--- src/inc/acs_pkg.sv ---
// constants for the converter control and summation unit
// assumes an 8-bit special-function register port on the core clock
// Behaviour
// - overflow or underflow sets sticky flag; write zero clears
// - polarity bit picks bipolar or unipolar coding
// - short variant spans 0x8000..0x7FFF, sign extended upward
// - top byte zeros if positive, ones if negative
// - two-bit field selects the digital filter
// - calibration field write starts calibration, reads zero
// - eleven-bit decimation from two registers
// - output rate is modulator rate over decimation
// - accumulator powered down with the converter
// - all-zero control write clears the accumulator
// - bipolar coding sign-extends added values
// - cpu sum mode adds byte registers on write
// - cpu subtract mode subtracts upper three accumulator bytes joined to written byte on write
// - mode bits pick shift, accumulate, or both
// - count completes after 2..256 results, raises interrupt
// - reading lowest byte clears pending interrupt
// - accumulator seen as four byte registers
// - offset code summed into converter input
// - offset codes 00h and 80h switch offset off
package acs_pkg;
	localparam logic [7:0] ADDR_CTRL1 = 8'hDD;
	localparam logic [7:0] ADDR_DEC_LO = 8'hDE;
	localparam logic [7:0] ADDR_DEC_HI = 8'hDF;
	localparam logic [7:0] ADDR_SSCTL = 8'hE1;
	localparam logic [7:0] ADDR_SUM0 = 8'hE2;
	localparam logic [7:0] ADDR_SUM1 = 8'hE3;
	localparam logic [7:0] ADDR_SUM2 = 8'hE4;
	localparam logic [7:0] ADDR_SUM3 = 8'hE5;
	localparam logic [7:0] ADDR_INPUT_OFFSET_CODE = 8'hE6;
	localparam logic [7:0] RST_CTRL1 = 8'h00;
	localparam logic [7:0] RST_DEC_LO = 8'h1B;
	localparam logic [2:0] RST_DEC_HI = 3'h6;
	localparam logic [7:0] RST_SSCTL = 8'h00;
	localparam logic [7:0] RST_INPUT_OFFSET_CODE = 8'h00;
	localparam int BIT_RANGE_ERR = 7;
	localparam int BIT_POLARITY = 6;
	localparam int SETTLE_LSB = 4;
	localparam int MODE_LSB = 6;
	localparam int CNT_LSB = 3;
	localparam int MOD_DIV = 64;
	localparam logic [7:0] INPUT_OFFSET_CODE_OFF_POS = 8'h00;
	localparam logic [7:0] INPUT_OFFSET_CODE_OFF_NEG = 8'h80;
	localparam logic [1:0] MODE_CPU = 2'h0;
	localparam logic [1:0] MODE_CONV = 2'h1;
	localparam logic [1:0] MODE_SHIFT = 2'h2;
	localparam logic [1:0] MODE_BOTH = 2'h3;
	localparam logic [2:0] CNT_CPU_ADD = 3'h2;
	localparam logic [2:0] CNT_CPU_SUB = 3'h4;
	typedef enum logic [1:0] {SETTLE_AUTO, SETTLE_FAST, SETTLE_SINC2, SETTLE_SINC3} acs_settle_t;
	typedef enum logic [2:0] {CAL_NONE, CAL_SELF_BOTH, CAL_SELF_OFS, CAL_SELF_GAIN,
		CAL_SYS_OFS, CAL_SYS_GAIN, CAL_RSV6, CAL_RSV7} acs_cal_t;
endpackage

--- src/rtl/acs_rate_gen.sv ---
// output-rate strobe generator for the converter
// assumes mclk is the system clock and aclk_div is stable between changes
`timescale 1ns/1ps
`default_nettype none
module acs_rate_gen (
	// clock and reset
	input  wire logic        mclk,
	input  wire logic        rst,
	// settings
	input  wire logic        enable,
	input  wire logic [7:0]  aclk_div,
	input  wire logic [10:0] decimation,
	// strobes
	output logic             mod_tick,
	output logic             data_tick
);
	logic [13:0] pre_q;
	logic [10:0] dec_q;
	logic [13:0] pre_top;
	logic        pre_wrap;
	logic        dec_wrap;

	// modulator period is 64 times divider plus one clocks
	assign pre_top  = 14'(acs_pkg::MOD_DIV * (int'(aclk_div) + 1) - 1);
	assign pre_wrap = (pre_q >= pre_top);
	assign dec_wrap = pre_wrap && (dec_q + 11'h001 >= decimation);

	//////////////////////////////////////////////////////////////////////
	// counters; a zero ratio behaves as a ratio of one
	always_ff @(posedge mclk) begin
		if (rst || !enable) begin
			pre_q     <= 14'h0000;
			dec_q     <= 11'h000;
			mod_tick  <= 1'b0;
			data_tick <= 1'b0;
		end else begin
			pre_q     <= pre_wrap ? 14'h0000 : pre_q + 14'h0001;
			mod_tick  <= pre_wrap;
			data_tick <= dec_wrap;
			if (pre_wrap) begin
				dec_q <= dec_wrap ? 11'h000 : dec_q + 11'h001;
			end
		end
	end
endmodule
`default_nettype wire

--- src/rtl/acs_top.sv ---
// converter control registers and 32-bit summation/shifter
// assumes a one-cycle sfr read/write port from the core, addresses 8 bits
`timescale 1ns/1ps
`default_nettype none
module acs_top (
	// clock and reset
	input  wire logic        mclk,
	input  wire logic        rst,
	// sfr port
	input  wire logic [7:0]  sfr_addr,
	input  wire logic        sfr_wr,
	input  wire logic        sfr_rd,
	input  wire logic [7:0]  sfr_wdata,
	output logic [7:0]       sfr_rdata,
	output logic             sfr_hit,
	// converter side
	input  wire logic        adc_powerdown,
	input  wire logic        short_variant,
	input  wire logic [7:0]  aclk_div,
	input  wire logic        result_valid,
	input  wire logic [23:0] result_raw,
	// control to the analog side
	output logic [1:0]       settling_select,
	output logic [2:0]       calibration_command,
	output logic             cal_start,
	output logic [10:0]      decimation_ratio,
	output logic             conv_tick,
	output logic [7:0]       offset_code,
	output logic             offset_enable,
	output logic [7:0]       result_top_byte,
	// event
	output logic             sum_irq
);
	logic        range_err_q;
	logic        polarity_q;
	logic [1:0]  settle_q;
	logic [7:0]  dec_lo_q;
	logic [2:0]  dec_hi_q;
	logic [7:0]  ssctl_q;
	logic [7:0]  input_offset_code_q;
	logic [31:0] acc_q;
	logic [31:0] acc_d;
	logic        acc_err_d;
	logic [8:0]  cnt_q;
	logic        sum_done_q;
	logic        shift_pend_q;
	logic        data_tick;
	logic        res_valid_q;
	logic [23:0] res_q;

	//////////////////////////////////////////////////////////////////////
	// helpers
	function automatic logic [32:0] ext33(input logic [31:0] v, input logic sgn);
		ext33 = {sgn & v[31], v};
	endfunction

	function automatic logic [31:0] shr(input logic [31:0] v, input logic [2:0] n,
		input logic sgn);
		logic signed [32:0] t;
		t = $signed({sgn & v[31], v}) >>> (int'(n) + 1);
		shr = t[31:0];
	endfunction

	//////////////////////////////////////////////////////////////////////
	// decode
	wire wr_ctrl1 = sfr_wr && sfr_addr == acs_pkg::ADDR_CTRL1;
	wire wr_declo = sfr_wr && sfr_addr == acs_pkg::ADDR_DEC_LO;
	wire wr_dechi = sfr_wr && sfr_addr == acs_pkg::ADDR_DEC_HI;
	wire wr_ssctl = sfr_wr && sfr_addr == acs_pkg::ADDR_SSCTL;
	wire wr_sum0  = sfr_wr && sfr_addr == acs_pkg::ADDR_SUM0;
	wire wr_sum1  = sfr_wr && sfr_addr == acs_pkg::ADDR_SUM1;
	wire wr_sum2  = sfr_wr && sfr_addr == acs_pkg::ADDR_SUM2;
	wire wr_sum3  = sfr_wr && sfr_addr == acs_pkg::ADDR_SUM3;
	wire wr_input_offset_code  = sfr_wr && sfr_addr == acs_pkg::ADDR_INPUT_OFFSET_CODE;
	wire rd_sum0  = sfr_rd && sfr_addr == acs_pkg::ADDR_SUM0;
	wire [1:0] mode = ssctl_q[acs_pkg::MODE_LSB +: 2];
	wire [2:0] scnt = ssctl_q[acs_pkg::CNT_LSB +: 3];
	wire [2:0] shf  = ssctl_q[2:0];
	wire cpu_add = mode == acs_pkg::MODE_CPU && scnt == acs_pkg::CNT_CPU_ADD && shf == 3'h0;
	wire cpu_sub = mode == acs_pkg::MODE_CPU && scnt == acs_pkg::CNT_CPU_SUB && shf == 3'h0;
	wire conv_mode = mode == acs_pkg::MODE_CONV || mode == acs_pkg::MODE_BOTH;
	wire [8:0] cnt_target = 9'(9'h002 << scnt);
	wire [31:0] cpu_word = {acc_q[31:8], sfr_wdata};
	// the short variant carries its sign in bit 15, not bit 23
	wire sign_raw = short_variant ? res_q[15] : res_q[23];
	wire neg_res = !polarity_q && sign_raw;
	// unipolar clamps negative input to zero; short variant sign-extended
	wire [23:0] res_coded = (polarity_q && sign_raw) ? 24'h000000 : res_q;
	wire [31:0] res_word = short_variant ?
		{{16{neg_res}}, res_coded[15:0]} : {{8{neg_res}}, res_coded};
	wire hit = sfr_addr == acs_pkg::ADDR_CTRL1 || sfr_addr == acs_pkg::ADDR_DEC_LO
		|| sfr_addr == acs_pkg::ADDR_DEC_HI || (sfr_addr >= acs_pkg::ADDR_SSCTL
		&& sfr_addr <= acs_pkg::ADDR_INPUT_OFFSET_CODE);

	//////////////////////////////////////////////////////////////////////
	// rate generator
	acs_rate_gen u_rate (
		.mclk       (mclk),
		.rst        (rst),
		.enable     (!adc_powerdown),
		.aclk_div   (aclk_div),
		.decimation ({dec_hi_q, dec_lo_q}),
		.mod_tick   (),
		.data_tick  (data_tick)
	);

	//////////////////////////////////////////////////////////////////////
	// accumulator next value; 33-bit sum catches range errors
	always_comb begin
		logic [32:0] s;
		s         = 33'h000000000;
		acc_d     = acc_q;
		acc_err_d = 1'b0;
		if (wr_ssctl && sfr_wdata == 8'h00) begin
			acc_d = 32'h00000000;
		end else if (wr_sum0 && (cpu_add || cpu_sub)) begin
			if (cpu_add) begin
				s = ext33(acc_q, !polarity_q) + ext33(cpu_word, !polarity_q);
			end else begin
				s = ext33(acc_q, !polarity_q) - ext33(cpu_word, !polarity_q);
			end
			acc_d = s[31:0];
			acc_err_d = polarity_q ? s[32] : (s[32] != s[31]);
		end else if (wr_sum0 || wr_sum1 || wr_sum2 || wr_sum3) begin
			acc_d[7:0]   = wr_sum0 ? sfr_wdata : acc_q[7:0];
			acc_d[15:8]  = wr_sum1 ? sfr_wdata : acc_q[15:8];
			acc_d[23:16] = wr_sum2 ? sfr_wdata : acc_q[23:16];
			acc_d[31:24] = wr_sum3 ? sfr_wdata : acc_q[31:24];
		end else if (shift_pend_q) begin
			acc_d = shr(acc_q, shf, !polarity_q);
		end else if (res_valid_q && conv_mode && !sum_done_q && !wr_ssctl) begin
			s = ext33(acc_q, !polarity_q) + ext33(res_word, !polarity_q);
			acc_d = s[31:0];
			acc_err_d = polarity_q ? s[32] : (s[32] != s[31]);
		end
	end

	//////////////////////////////////////////////////////////////////////
	// control registers
	always_ff @(posedge mclk) begin
		if (rst) begin
			polarity_q <= acs_pkg::RST_CTRL1[acs_pkg::BIT_POLARITY];
			settle_q   <= acs_pkg::RST_CTRL1[acs_pkg::SETTLE_LSB +: 2];
			dec_lo_q   <= acs_pkg::RST_DEC_LO;
			dec_hi_q   <= acs_pkg::RST_DEC_HI;
			ssctl_q    <= acs_pkg::RST_SSCTL;
			input_offset_code_q     <= acs_pkg::RST_INPUT_OFFSET_CODE;
			cal_start  <= 1'b0;
			calibration_command <= 3'h0;
		end else begin
			cal_start <= wr_ctrl1;
			if (wr_ctrl1) begin
				polarity_q <= sfr_wdata[acs_pkg::BIT_POLARITY];
				settle_q   <= sfr_wdata[acs_pkg::SETTLE_LSB +: 2];
				calibration_command <= sfr_wdata[2:0];
			end
			if (wr_declo) dec_lo_q <= sfr_wdata;
			if (wr_dechi) dec_hi_q <= sfr_wdata[2:0];
			if (wr_ssctl) ssctl_q <= sfr_wdata;
			if (wr_input_offset_code) input_offset_code_q <= sfr_wdata;
		end
	end

	//////////////////////////////////////////////////////////////////////
	// accumulator, counter and flags; held while converter is off
	always_ff @(posedge mclk) begin
		if (rst) begin
			acc_q        <= 32'h00000000;
			range_err_q  <= 1'b0;
			cnt_q        <= 9'h000;
			sum_done_q   <= 1'b0;
			shift_pend_q <= 1'b0;
			sum_irq      <= 1'b0;
			res_valid_q  <= 1'b0;
			res_q        <= 24'h000000;
		end else if (!adc_powerdown) begin
			res_valid_q <= result_valid;
			res_q       <= result_raw;
			acc_q       <= acc_d;
			// set beats the software clear
			if (acc_err_d) begin
				range_err_q <= 1'b1;
			end else if (wr_ctrl1 && !sfr_wdata[acs_pkg::BIT_RANGE_ERR]) begin
				range_err_q <= 1'b0;
			end
			shift_pend_q <= 1'b0;
			if (wr_ssctl) begin
				cnt_q        <= 9'h000;
				sum_done_q   <= 1'b0;
				shift_pend_q <= sfr_wdata[acs_pkg::MODE_LSB +: 2] == acs_pkg::MODE_SHIFT;
			end else if (res_valid_q && conv_mode && !sum_done_q && !shift_pend_q
				&& !(wr_sum0 || wr_sum1 || wr_sum2 || wr_sum3)) begin
				cnt_q <= cnt_q + 9'h001;
				if (cnt_q + 9'h001 == cnt_target) begin
					sum_done_q   <= 1'b1;
					shift_pend_q <= mode == acs_pkg::MODE_BOTH;
				end
			end
			// completion wins over a simultaneous clearing read
			if (res_valid_q && conv_mode && !sum_done_q && !shift_pend_q
				&& cnt_q + 9'h001 == cnt_target && !wr_ssctl
				&& !(wr_sum0 || wr_sum1 || wr_sum2 || wr_sum3)) begin
				sum_irq <= 1'b1;
			end else if (rd_sum0) begin
				sum_irq <= 1'b0;
			end
		end else begin
			// a result pending at power-down must not be added after wake-up
			res_valid_q <= 1'b0;
		end
	end

	//////////////////////////////////////////////////////////////////////
	// read mux and registered outputs
	always_ff @(posedge mclk) begin
		if (rst) begin
			sfr_rdata        <= 8'h00;
			sfr_hit          <= 1'b0;
			settling_select  <= 2'h0;
			decimation_ratio <= 11'h000;
			conv_tick        <= 1'b0;
			offset_code      <= 8'h00;
			offset_enable    <= 1'b0;
			result_top_byte  <= 8'h00;
		end else begin
			sfr_hit <= sfr_rd && hit;
			unique case (sfr_addr)
				acs_pkg::ADDR_CTRL1: sfr_rdata <= {range_err_q, polarity_q, settle_q, 4'h0};
				acs_pkg::ADDR_DEC_LO: sfr_rdata <= dec_lo_q;
				acs_pkg::ADDR_DEC_HI: sfr_rdata <= {5'h00, dec_hi_q};
				acs_pkg::ADDR_SSCTL: sfr_rdata <= ssctl_q;
				acs_pkg::ADDR_SUM0: sfr_rdata <= acc_q[7:0];
				acs_pkg::ADDR_SUM1: sfr_rdata <= acc_q[15:8];
				acs_pkg::ADDR_SUM2: sfr_rdata <= acc_q[23:16];
				acs_pkg::ADDR_SUM3: sfr_rdata <= acc_q[31:24];
				acs_pkg::ADDR_INPUT_OFFSET_CODE: sfr_rdata <= input_offset_code_q;
				default: sfr_rdata <= 8'h00;
			endcase
			settling_select  <= settle_q;
			decimation_ratio <= {dec_hi_q, dec_lo_q};
			conv_tick        <= data_tick;
			offset_code      <= input_offset_code_q;
			offset_enable    <= input_offset_code_q != acs_pkg::INPUT_OFFSET_CODE_OFF_POS
				&& input_offset_code_q != acs_pkg::INPUT_OFFSET_CODE_OFF_NEG;
			result_top_byte  <= short_variant ? {8{neg_res}} : res_coded[23:16];
		end
	end
endmodule
`default_nettype wire

--- config.mk ---
export PLATFORM = sky130hd
export DESIGN_NAME = acs_top
export DESIGN_NICKNAME = d
export VERILOG_FILES = /design/src/inc/acs_pkg.sv /design/src/rtl/acs_rate_gen.sv /design/src/rtl/acs_top.sv
export SDC_FILE = /design/constraint.sdc
export NUM_CORES = 1
export LEC_CHECK = 0
export ABC_AREA = 0
export BUFFER_PORTS_ARGS = -buffer_cell sky130_fd_sc_hd__buf_2
export CELL_PAD_IN_SITES_DETAIL_PLACEMENT = 1
export CELL_PAD_IN_SITES_GLOBAL_PLACEMENT = 1
export CORE_MARGIN = 3
export CORE_UTILIZATION = 50
export CTS_CLUSTER_SIZE = 20
export DETAILED_ROUTE_END_ITERATION = 8
export GPL_ROUTABILITY_DRIVEN = 1
export PLACE_DENSITY = 0.9
export SYNTH_ARGS = -nofsm -noshare
export SYNTH_HDL_FRONTEND = slang
export SYNTH_SLANG_ARGS = --single-unit
--- constraint.sdc ---
create_clock -name mclk -period 15.4 [get_ports mclk]
set_input_delay 2.31 -clock mclk [delete_from_list [all_inputs] [get_ports mclk]]
set_output_delay 2.31 -clock mclk [all_outputs]
set_load 0.02 [all_outputs]
## Word level (Yosys, flattened, before mapping)

Cells that the tools add are included.

- Equal/unequal tests: 22
- $mul: 0
- Bitwise logic cells: 3
- Reductions and logical operators: 65
- Add/subtract/negate cells: 9
- Mux-type cells: 37
- Order comparisons: 4
- Shift operators: 2
- Divide/modulo/power cells: 0

Operator list:

| cell | count |
|---|---|
| $mux W32 | 5 |
| $mux W33 | 3 |
| $eq A8 B8 Y1 const B | 9 |
| $pmux W8 S9 | 1 |
| $add A33 B33 Y33 | 2 |
| $mux W24 | 2 |
| $mux W8 | 5 |
| $sshr A33 B4 Y32 | 1 |
| $sub A33 B33 Y33 | 1 |
| $logic_and A1 B1 Y1 | 31 |
| $mux W1 | 18 |
| $mux W9 | 2 |
| $ne A4 B4 Y1 const B | 4 |
| $reduce_and A3 Y1 | 5 |
| $add A14 B1 Y14 const B | 1 |
| $ge A14 B14 Y1 | 1 |
| $sub A14 B2 Y14 const B | 1 |
| $add A11 B1 Y11 const B | 1 |
| $ge A11 B11 Y1 | 1 |
| $mux W11 | 1 |
| $add A9 B1 Y9 const B | 1 |
| $eq A9 B9 Y1 | 1 |
| $logic_or A1 B1 Y1 | 9 |
| $shl A2 B3 Y9 const A | 1 |
| 21 further kinds | 35 |

- Output and inout port bits: 45
- Memory bits (writable): 0
- Bits of input ports: 55
- Memory bits (read-only): 0
- Memories kept: 0
- Bits in latches: 0
- Register bits: 170

## Longest topological paths before layout

Gate-level depths: netlist (run 1).

- Depth after elaboration: 14
- Gate-level depth with buffers: 22
- Depth with buffers taken out: 20

## Modules after synthesis

A second synthesis (run 1) with hierarchy kept.

- Cell total of the unflattened synthesis: 1838
- Area, all modules: 14246.2 um^2

By module, submodules not included:

| module | cells each | instances | sequential area each (um^2) | area an instance (um^2) |
|---|---|---|---|---|
| acs_top | 1591 | 1 | 2882.8 | 12223.0 |
| acs_rate_gen | 247 | 1 | 540.5 | 2023.2 |

## Least setup slack after synthesis (run 1)

OpenSTA, ideal clock, no wires.

- Kind: input to register
- From: in sfr_wdata[3]
- To: reg acc_q[28]
- Slack: 8.978 ns
- Arrival: 6.300 ns
- Stages: 21
- Path through: clkbuf_1 > nor3_1 > nand3_1 > or3_1 > or3_1 > clkbuf_1 > nor4_2 > nor2_1 > xor2_1 > ha_1 > a21o_1 > a21o_1 > a21o_1 > o21a_1 > o21ai_2 > a21oi_2 > and2_4 > or4_4 > a31oi_4 > xnor2_1 > a221o_1

- Cells in the longest elaborated chain, start to end: 6
- Elaborated cells on any way between the ends: 12
- Classes of those cells: add/sub: 2; eq/ne: 1; mux: 5; reduce/logical: 4

RTL lines:

| what | RTL line | source |
|---|---|---|
| start: declaration | acs_top.sv:13 | `input wire logic [7:0] sfr_wdata,` |
| $sub A33 B33 Y33 / $add A33 B33 Y33 (equally long branches) | acs_top.sv:120, acs_top.sv:118 |  |
| $mux W33 | acs_top.sv:117 | `if (cpu_add) begin` |
| $mux W33 | acs_top.sv:116 | `end else if (wr_sum0 && (cpu_add \|\| cpu_sub)) begin` |
| $mux W33 | acs_top.sv:114 | `if (wr_ssctl && sfr_wdata == 8'h00) begin` |
| $mux W32 | acs_top.sv:116 |  |
| $mux W32 | acs_top.sv:114 |  |
| end signal: assignment | acs_top.sv:168 | `acc_q <= 32'h00000000;` |
| end signal: assignment | acs_top.sv:179 | `acc_q <= acc_d;` |
| end: declaration | acs_top.sv:41 | `logic [31:0] acc_q;` |

Several ways; a longest one is shown, not always the timed one. The select of a mux whose other input is x is not followed.
A chain may end at the register's enable or synchronous reset.

## Final worst setup path (run 1)

- From: in short_variant
- To: reg range_err_q

- Cells in the longest elaborated chain, start to end: 14
- Elaborated cells on any way between the ends: 17
- Classes of those cells: add/sub: 1; eq/ne: 1; mux: 10; bitwise: 1; reduce/logical: 4

RTL lines:

| what | RTL line | source |
|---|---|---|
| start: declaration | acs_top.sv:18 | `input wire logic short_variant,` |
| $mux W1 | acs_top.sv:85 | `wire sign_raw = short_variant ? res_q[15] : res_q[23];` |
| $logic_and A1 B1 Y1 | acs_top.sv:88 | `wire [23:0] res_coded = (polarity_q && sign_raw) ? 24'h000000 : res_q;` |
| $mux W24 | acs_top.sv:88 |  |
| $mux W24 * | acs_top.sv:89 | `wire [31:0] res_word = short_variant ?` |
| via res_word[16] | acs_top.sv:89 |  |
| $add A33 B33 Y33 * | acs_top.sv:132 | `s = ext33(acc_q, !polarity_q) + ext33(res_word, !polarity_q);` |
| $ne A1 B1 Y1 | acs_top.sv:134 | `acc_err_d = polarity_q ? s[32] : (s[32] != s[31]);` |
| $mux W1 * | acs_top.sv:134 |  |
| $mux W1 * | acs_top.sv:131 | `end else if (res_valid_q && conv_mode && !sum_done_q && !wr_ssctl) begin` |
| $mux W1 * | acs_top.sv:129 | `end else if (shift_pend_q) begin` |
| $mux W1 * | acs_top.sv:124 | `end else if (wr_sum0 \|\| wr_sum1 \|\| wr_sum2 \|\| wr_sum3) begin` |
| $mux W1 * | acs_top.sv:116 |  |
| $mux W1 * | acs_top.sv:114 |  |
| $reduce_bool A2 Y1 (no line) | n/a |  |
| $reduce_and A2 Y1 (no line) | n/a |  |
| end signal: assignment | acs_top.sv:169 | `range_err_q <= 1'b0;` |
| end signal: assignment | acs_top.sv:182 | `range_err_q <= 1'b1;` |
| end signal: assignment | acs_top.sv:184 | `range_err_q <= 1'b0;` |
| end: declaration | acs_top.sv:34 | `logic range_err_q;` |

The timed path passes the listed nets; every way through them passes the cells marked *.

==> results.tsv, run 1 <==
stage	metric	value	unit
status	status	finished clean	
pwr	p_leak	6.28	nW
placed_design	hpwlAfterDp	38200	microns
yosys	ys_seq_area_frac	0.252	
timing	slew_viol_final	0	
grt	grtUsageMet2	0.615	
route	antenna_left	0	
grt	grt_pass1_wl	83700	microns
critical_path	crit_chain	buf_2 > mux2i_1 > nand2b_1 > o21ai_0 > buf_4 > nor2_1 > ha_1 > a2111oi_0 > o21ai_0 > o21ai_0 > o211ai_1 > a31oi_2 > a31oi_1 > a311oi_1 > xor2_1 > mux2i_1 > xnor2_1 > o211ai_1	
pwr	vdd_drop_max	65.3	uV
finish	final_common_cell	nor2_1	
critical_path	slowest_delay	0.55	ns
placed_design	placed_cells	2119	
critical_path	cp.arrival	6.93	ns
finish	final_cell_mix	nor2_1, dfxtp_1, nand2_1	
clock_network	postCtsSetupBuffers	0	
clock_network	hold_buffers	0	
critical_path	cpMaxStageDelayCell	nand2b_1	
yosys	async_flop_share	0	
timing	rsz0062_at_grt	no	
timing	finalSetupTns	0	ns
grt	busiest_layer	met2	
floorplan	die_y	170	microns
floorplan	rows	59	
timing	maxSlewHeadroom	0.210	
timing	worst_clock_skew	0.0163	ns
yosys	synth_warnings	0	
route	wl_per_cell	24.8	microns
clock_network	root_buffer	clkbuf_16	
yosys	syn_avg_cell_area	7.62	sq um
run	maxCapViolCount	0	
placed_design	place_ws	8.45	ns
critical_path	start_kind	primary input	
critical_path	critical_path.top_delay_family	compound AO/OA/AOI/OAI gates	
yosys	synth_area_leaders	dfxtp_1, ha_1, nor2_1	
clock_network	clk_latency	0.45	ns
timing	setup_ws	8.75	ns
finish	regArea	3400	sq um
placed_design	gp_congestion	0.974	
timing	hold_ws	0.482	ns
critical_path	cp.required	15.68	ns
floorplan	dieArea	29000	sq um
timing	hold_violations	0	
route	vias_per_cell	6.77	
floorplan	ios	100	
route	first_iter_violations	1419	
critical_path	cp_max_fo	17	
yosys	synthCells	1775	
finish	layout.nets	1952	
pwr	power	1.01	mW
clock_network	cts_max_path_buffers	2	
clock_network	clkSlewWorstSetupHoldPaths	0.09	ns
grt	grt_use_total	0.363	
placed_design	portBuffers	99	
finish	finalInstanceArea	14800	sq um
timing	final.min_clock_period	6.65	ns
hold_path	min_path_type	reg -> reg	
grt	antenna_found_initial	1	
grt	gr-usage-met1	0.447	
clock_network	clock_sinks	170	
route	routed_wl	53300	microns
critical_path	endpoint_kind	register	
yosys	synth_largest_area_cell	dfxtp_1	
critical_path	critical_path_class	in -> reg	
clock_network	cts_buffers	17	
finish	final_util	0.563	
finish	area_delta_synth_final	9.45	%
floorplan	fp.coreArea	26300	sq um
finish	n_fill_cell	3297	
yosys	synth_ff_type	dfxtp_1	
yosys	synth_cell_types	79	
critical_path	crit_path_frequent_cell	o21ai_0	
yosys	synthesis.area	13500	sq um
grt	grt_max_degree	85	
timing	timing.fmax	0.150	GHz
route	via_count	14600	
timing	setup_violations	0	
grt	grt-ovfl-total	0	
timing	fin_crit_sh	0.432	
timing	tightest_slew	1.18	ns
floorplan	initial_core_util	0.514	
placed_design	dpl_cell_area	14200	sq um
finish	fin_cells	2152	
yosys	synth_nets	1924	
clock_network	ctsResizeCount	0	
critical_path	path_buf_inv	2	
route	first_pass_iters	5	
yosys	synth_edf_count	0	
clock_network	h-tree-depth	4	
floorplan	die_x	170	microns
yosys	synth_top_area_frac	0.252	
finish	multi_input_area	9550	sq um
clock_network	cts_tree	built	
yosys	ys_seq_elements	170	
grt	grt_pass1_vias	15100	
finish	drive_gt1_frac	0.106	
pwr	power_density	68.2	nW/um^2
grt	grt_use_met3	0.0590	
route	drc	0	
-- report_power, final --
part           switching, mW  internal, mW
registers            0.00385         0.446
logic                 0.0700        0.0385
clock network          0.230         0.221
-- sequential cells by signal (all words and copies together) (netlist names), 9 cells and up --
name / count
acc_q: 32
cnt_q: 9
res_q: 24
u_rate.dec_q: 11
u_rate.pre_q: 14
decimation_ratio: 11
-- cell type report --
cell class / instances / area share
sequential: 170 / 0.230
timing repair buffer: 122 / 0.0453
inverter: 41 / 0.0104
clock buffer: 18 / 0.0297
clock inverter: 14 / 0.0105
tap: 335 / 0.0283
multi-input combinational: 1451 / 0.646
antenna: 1 / 0.000169
-- metal layers --
| metal | wire length (microns) | vias to the layer above |
|---|---|---|
| met5 | 0 | - |
| met4 | 2760 | 0 |
| met3 | 4740 | 204 |
| met2 | 25200 | 789 |
| met1 | 20500 | 7088 |
| li1 | - | 6493 |
-- cell usage after synthesis, drive strengths merged (13+ instances only) --
cell type / number
a31oi: 25
xnor2: 71
o21ai: 119
nor3: 38
clkbuf: 102
nor4: 13
o211ai: 31
xor2: 53
nand3: 72
a22o: 15
ha: 92
mux2i: 65
nand2b: 18
a211oi: 25
nor2b: 28
nand2: 161
nor2: 206
o21a: 15
a21oi: 145
and3: 23
a21o: 32
inv: 39
and2: 28
dfxtp: 170
-- kinds of logic (layout without fill, tap and decap cells) --
logic type	count (synthesis)	in the layout	share of synthesized area
and+or+nand+nor	634	634	0.220
AOI/OAI and AO/OA	517	517	0.248
DFF	170	170	0.252
buffers and inverters	154	195	0.0432
xor gates and xnor gates	124	124	0.0803
adders and majority gates	94	94	0.0881
muxes	82	82	0.0681
other	0	1	0
-- path summary, 6_finish.rpt --
check / endpoint / slack (ns) / from / cells after the start
max: range_err_q / 8.75 / short_variant / 18
max reg2reg: acc_q[29] / 10.12 / ssctl_q[0] / 19
min: u_rate.pre_q[0] / 0.48 / u_rate.pre_q[0] / 1
min reg2reg: u_rate.pre_q[0] / 0.48 / u_rate.pre_q[0] / 1
-- worst reg2reg max path, stage by stage, from the launching register on --
cell      delay, ns
dfxtp_1        0.34
clkinv_1       0.48
ha_1           0.52
nand2_1        0.17
nor2_1         0.11
buf_4          0.19
a21oi_1        0.16
xor2_1         0.23
ha_1           0.31
nand3_1        0.09
o22ai_1        0.11
o41ai_1        0.94
o21ai_0        0.31
o21ai_1        0.40
o21a_1         0.20
o21ai_0        0.11
xnor2_1        0.15
a21oi_1        0.15
a21oi_1        0.06
nor3_1         0.18
(Power assumes the default switching activity.)
==> run 2: changes to the inputs <==
--- a/config.mk
+++ b/config.mk
@@ -10,11 +10,11 @@
 export CELL_PAD_IN_SITES_DETAIL_PLACEMENT = 1
 export CELL_PAD_IN_SITES_GLOBAL_PLACEMENT = 1
 export CORE_MARGIN = 3
-export CORE_UTILIZATION = 50
+export CORE_UTILIZATION = 46
 export CTS_CLUSTER_SIZE = 20
 export DETAILED_ROUTE_END_ITERATION = 8
 export GPL_ROUTABILITY_DRIVEN = 1
-export PLACE_DENSITY = 0.9
+export PLACE_DENSITY = 0.84
 export SYNTH_ARGS = -nofsm -noshare
 export SYNTH_HDL_FRONTEND = slang
 export SYNTH_SLANG_ARGS = --single-unit
==> constraint.sdc (replaced) <==
create_clock -name mclk -period 6.3 [get_ports mclk]
set_input_delay 0.945 -clock mclk [delete_from_list [all_inputs] [get_ports mclk]]
set_output_delay 0.945 -clock mclk [all_outputs]
set_load 0.02 [all_outputs]
==> results.tsv, run 2 (synthesized netlist as in run 1, its figures left out) <==
stage	metric	value	unit	change
pwr	vdd_drop_max	157	uV	was 65.3 uV
critical_path	critical_path_class	reg -> reg		was in -> reg
timing	fin_crit_sh	0.887		
finish	final_common_cell	nor2_1		unchanged
timing	worst_clock_skew	0.0186	ns	was 0.0163 ns
clock_network	postCtsSetupBuffers	0		unchanged
timing	timing.fmax	0.179	GHz	
pwr	power_density	170	nW/um^2	was 68.2 nW/um^2
run	maxCapViolCount	0		unchanged
route	antenna_left	0		unchanged
route	vias_per_cell	6.42		was 6.77
grt	grt_max_degree	67		was 85
grt	antenna_found_initial	0		was 1
critical_path	start_kind	register		was primary input
clock_network	h-tree-depth	4		unchanged
clock_network	cts_max_path_buffers	2		unchanged
status	status	finished clean		unchanged
clock_network	cts_buffers	17		unchanged
clock_network	clock_sinks	170		unchanged
critical_path	cpMaxStageDelayCell	o41ai_1		was nand2b_1
placed_design	gp_congestion	0.947		was 0.974
clock_network	ctsResizeCount	0		unchanged
finish	final_cell_mix	nor2_1, dfxtp_1, nand2_1		unchanged
floorplan	die_x	177	microns	was 170 microns
clock_network	cts_tree	built		unchanged
critical_path	cp.required	6.66	ns	was 15.68 ns
clock_network	root_buffer	clkbuf_16		unchanged
placed_design	placed_cells	2172		was 2119
critical_path	path_buf_inv	0		was 2
finish	largest_reg_flops	32		unchanged
placed_design	hpwlAfterDp	37700	microns	was 38200 microns
pwr	p_leak	6.33	nW	was 6.28 nW
timing	final.min_clock_period	5.59	ns	
grt	grt_pass1_vias	14400		was 15.1k
finish	largest_register	acc_q		unchanged
timing	tightest_slew	1.14	ns	was 1.18 ns
route	via_count	14100		was 14.6k
timing	setup_violations	0		unchanged
floorplan	ios	100		unchanged
finish	area_delta_synth_final	10.4	%	was 9.45%
critical_path	crit_chain	nor4_1 > nand4_1 > o21ai_0 > ha_1 > a21oi_1 > o22ai_1 > o41ai_1 > o21ai_0 > o21ai_1 > o21a_1 > o21ai_0 > xnor2_1 > a21oi_1 > a21oi_1 > nor3_1		was buf_2 > mux2i_1 > nand2b_1 > o21ai_0 > buf_4 > nor2_1 > ha_1 > a2111oi_0 > o21ai_0 > o21ai_0 > o211ai_1 > a31oi_2 > a31oi_1 > a311oi_1 > xor2_1 > mux2i_1 > xnor2_1 > o211ai_1
critical_path	slowest_delay	0.92	ns	was 0.55 ns
placed_design	portBuffers	99		unchanged
finish	fin_cells	2204		was 2152
route	first_pass_iters	6		was 5
floorplan	fp.coreArea	28900	sq um	was 26300 sq um
finish	drive_gt1_frac	0.108		was 0.106
floorplan	initial_core_util	0.468		was 0.514
floorplan	die_y	177	microns	was 170 microns
timing	rsz0062_at_grt	no		unchanged
floorplan	rows	62		was 59
route	drc	0		unchanged
finish	layout.nets	1956		was 1952
route	first_iter_violations	1194		was 1419
critical_path	endpoint_kind	register		unchanged
timing	finalSetupTns	0	ns	unchanged
route	wl_per_cell	23.2	microns	was 24.8 microns
timing	hold_violations	0		unchanged
timing	maxSlewHeadroom	0.231		was 0.210
clock_network	clkSlewWorstSetupHoldPaths	0.07	ns	was 0.09 ns
finish	diodes	0		was 1
critical_path	cp_max_fo	21		was 17
hold_path	min_path_type	reg -> reg		unchanged
timing	slew_viol_final	0		unchanged
clock_network	clk_latency	0.45	ns	about the same
grt	grt_use_total	0.322		was 0.363
critical_path	cp.arrival	5.95	ns	was 6.93 ns
finish	reg_top3	acc_q x32, res_q x24, u_rate.pre_q x14		unchanged
floorplan	dieArea	31500	sq um	was 29000 sq um
route	routed_wl	51200	microns	was 53300 microns
grt	grt-ovfl-total	0		unchanged
critical_path	critical_path.top_delay_family	compound AO/OA/AOI/OAI gates		unchanged
clock_network	hold_buffers	0		unchanged
grt	grt_pass1_wl	80100	microns	was 83700 microns
run 2: cell type report:
type,count,area [sq um]
repair buffers,126,701
well taps,384,480
inverters,41,154
fillers,3629,13900
clock buffers,17,425
flip-flops and latches,170,3400
multi-input cells,1451,9550
clock inverters,15,206
run 2: report_power, final:
part / switching, mW / internal [mW]
Combinational: 0.169 / 0.0948
Sequential: 0.00910 / 1.09
Clock: 0.532 / 0.643
run 2: through the flow:
stage | setup WS (ns) | total power, mW | instance area [sq um] | utilization | hold slack (ns)
6_report | 0.710 | 2.54 | 14900 | 0.517 | 0.449
5_1_grt | 0.302 | 2.61 | 14900 | 0.517 | 0.476
4_1_cts | 0.781 | 2.55 | 14900 | 0.517 | 0.453
3_5_place_dp | 0.685 | 1.38 | 14300 | 0.495 | 0.436
3_3_place_gp | 0.940 | 1.37 | 14300 | 0.495 | 0.437
2_1_floorplan | 1.24 | 1.29 | 13500 | - | 0.414
run 2: path summary, 6_finish.rpt:
kind	from	endpoint	slack, ns	cells after the start
setup reg to reg	ssctl_q[3]	acc_q[29]	0.71	15
hold reg to reg	u_rate.data_tick	conv_tick	0.45	1
setup / recovery	ssctl_q[3]	acc_q[29]	0.71	15
hold / removal	u_rate.data_tick	conv_tick	0.45	1
run 2: per-layer routing:
layer,share of wire,vias up,global-route usage
li1,-,6509,-
met1,0.43,6945,0.418
met2,0.46,547,0.535
met3,0.066,146,0.0421
met4,0.042,0,0.142
met5,0,-,0
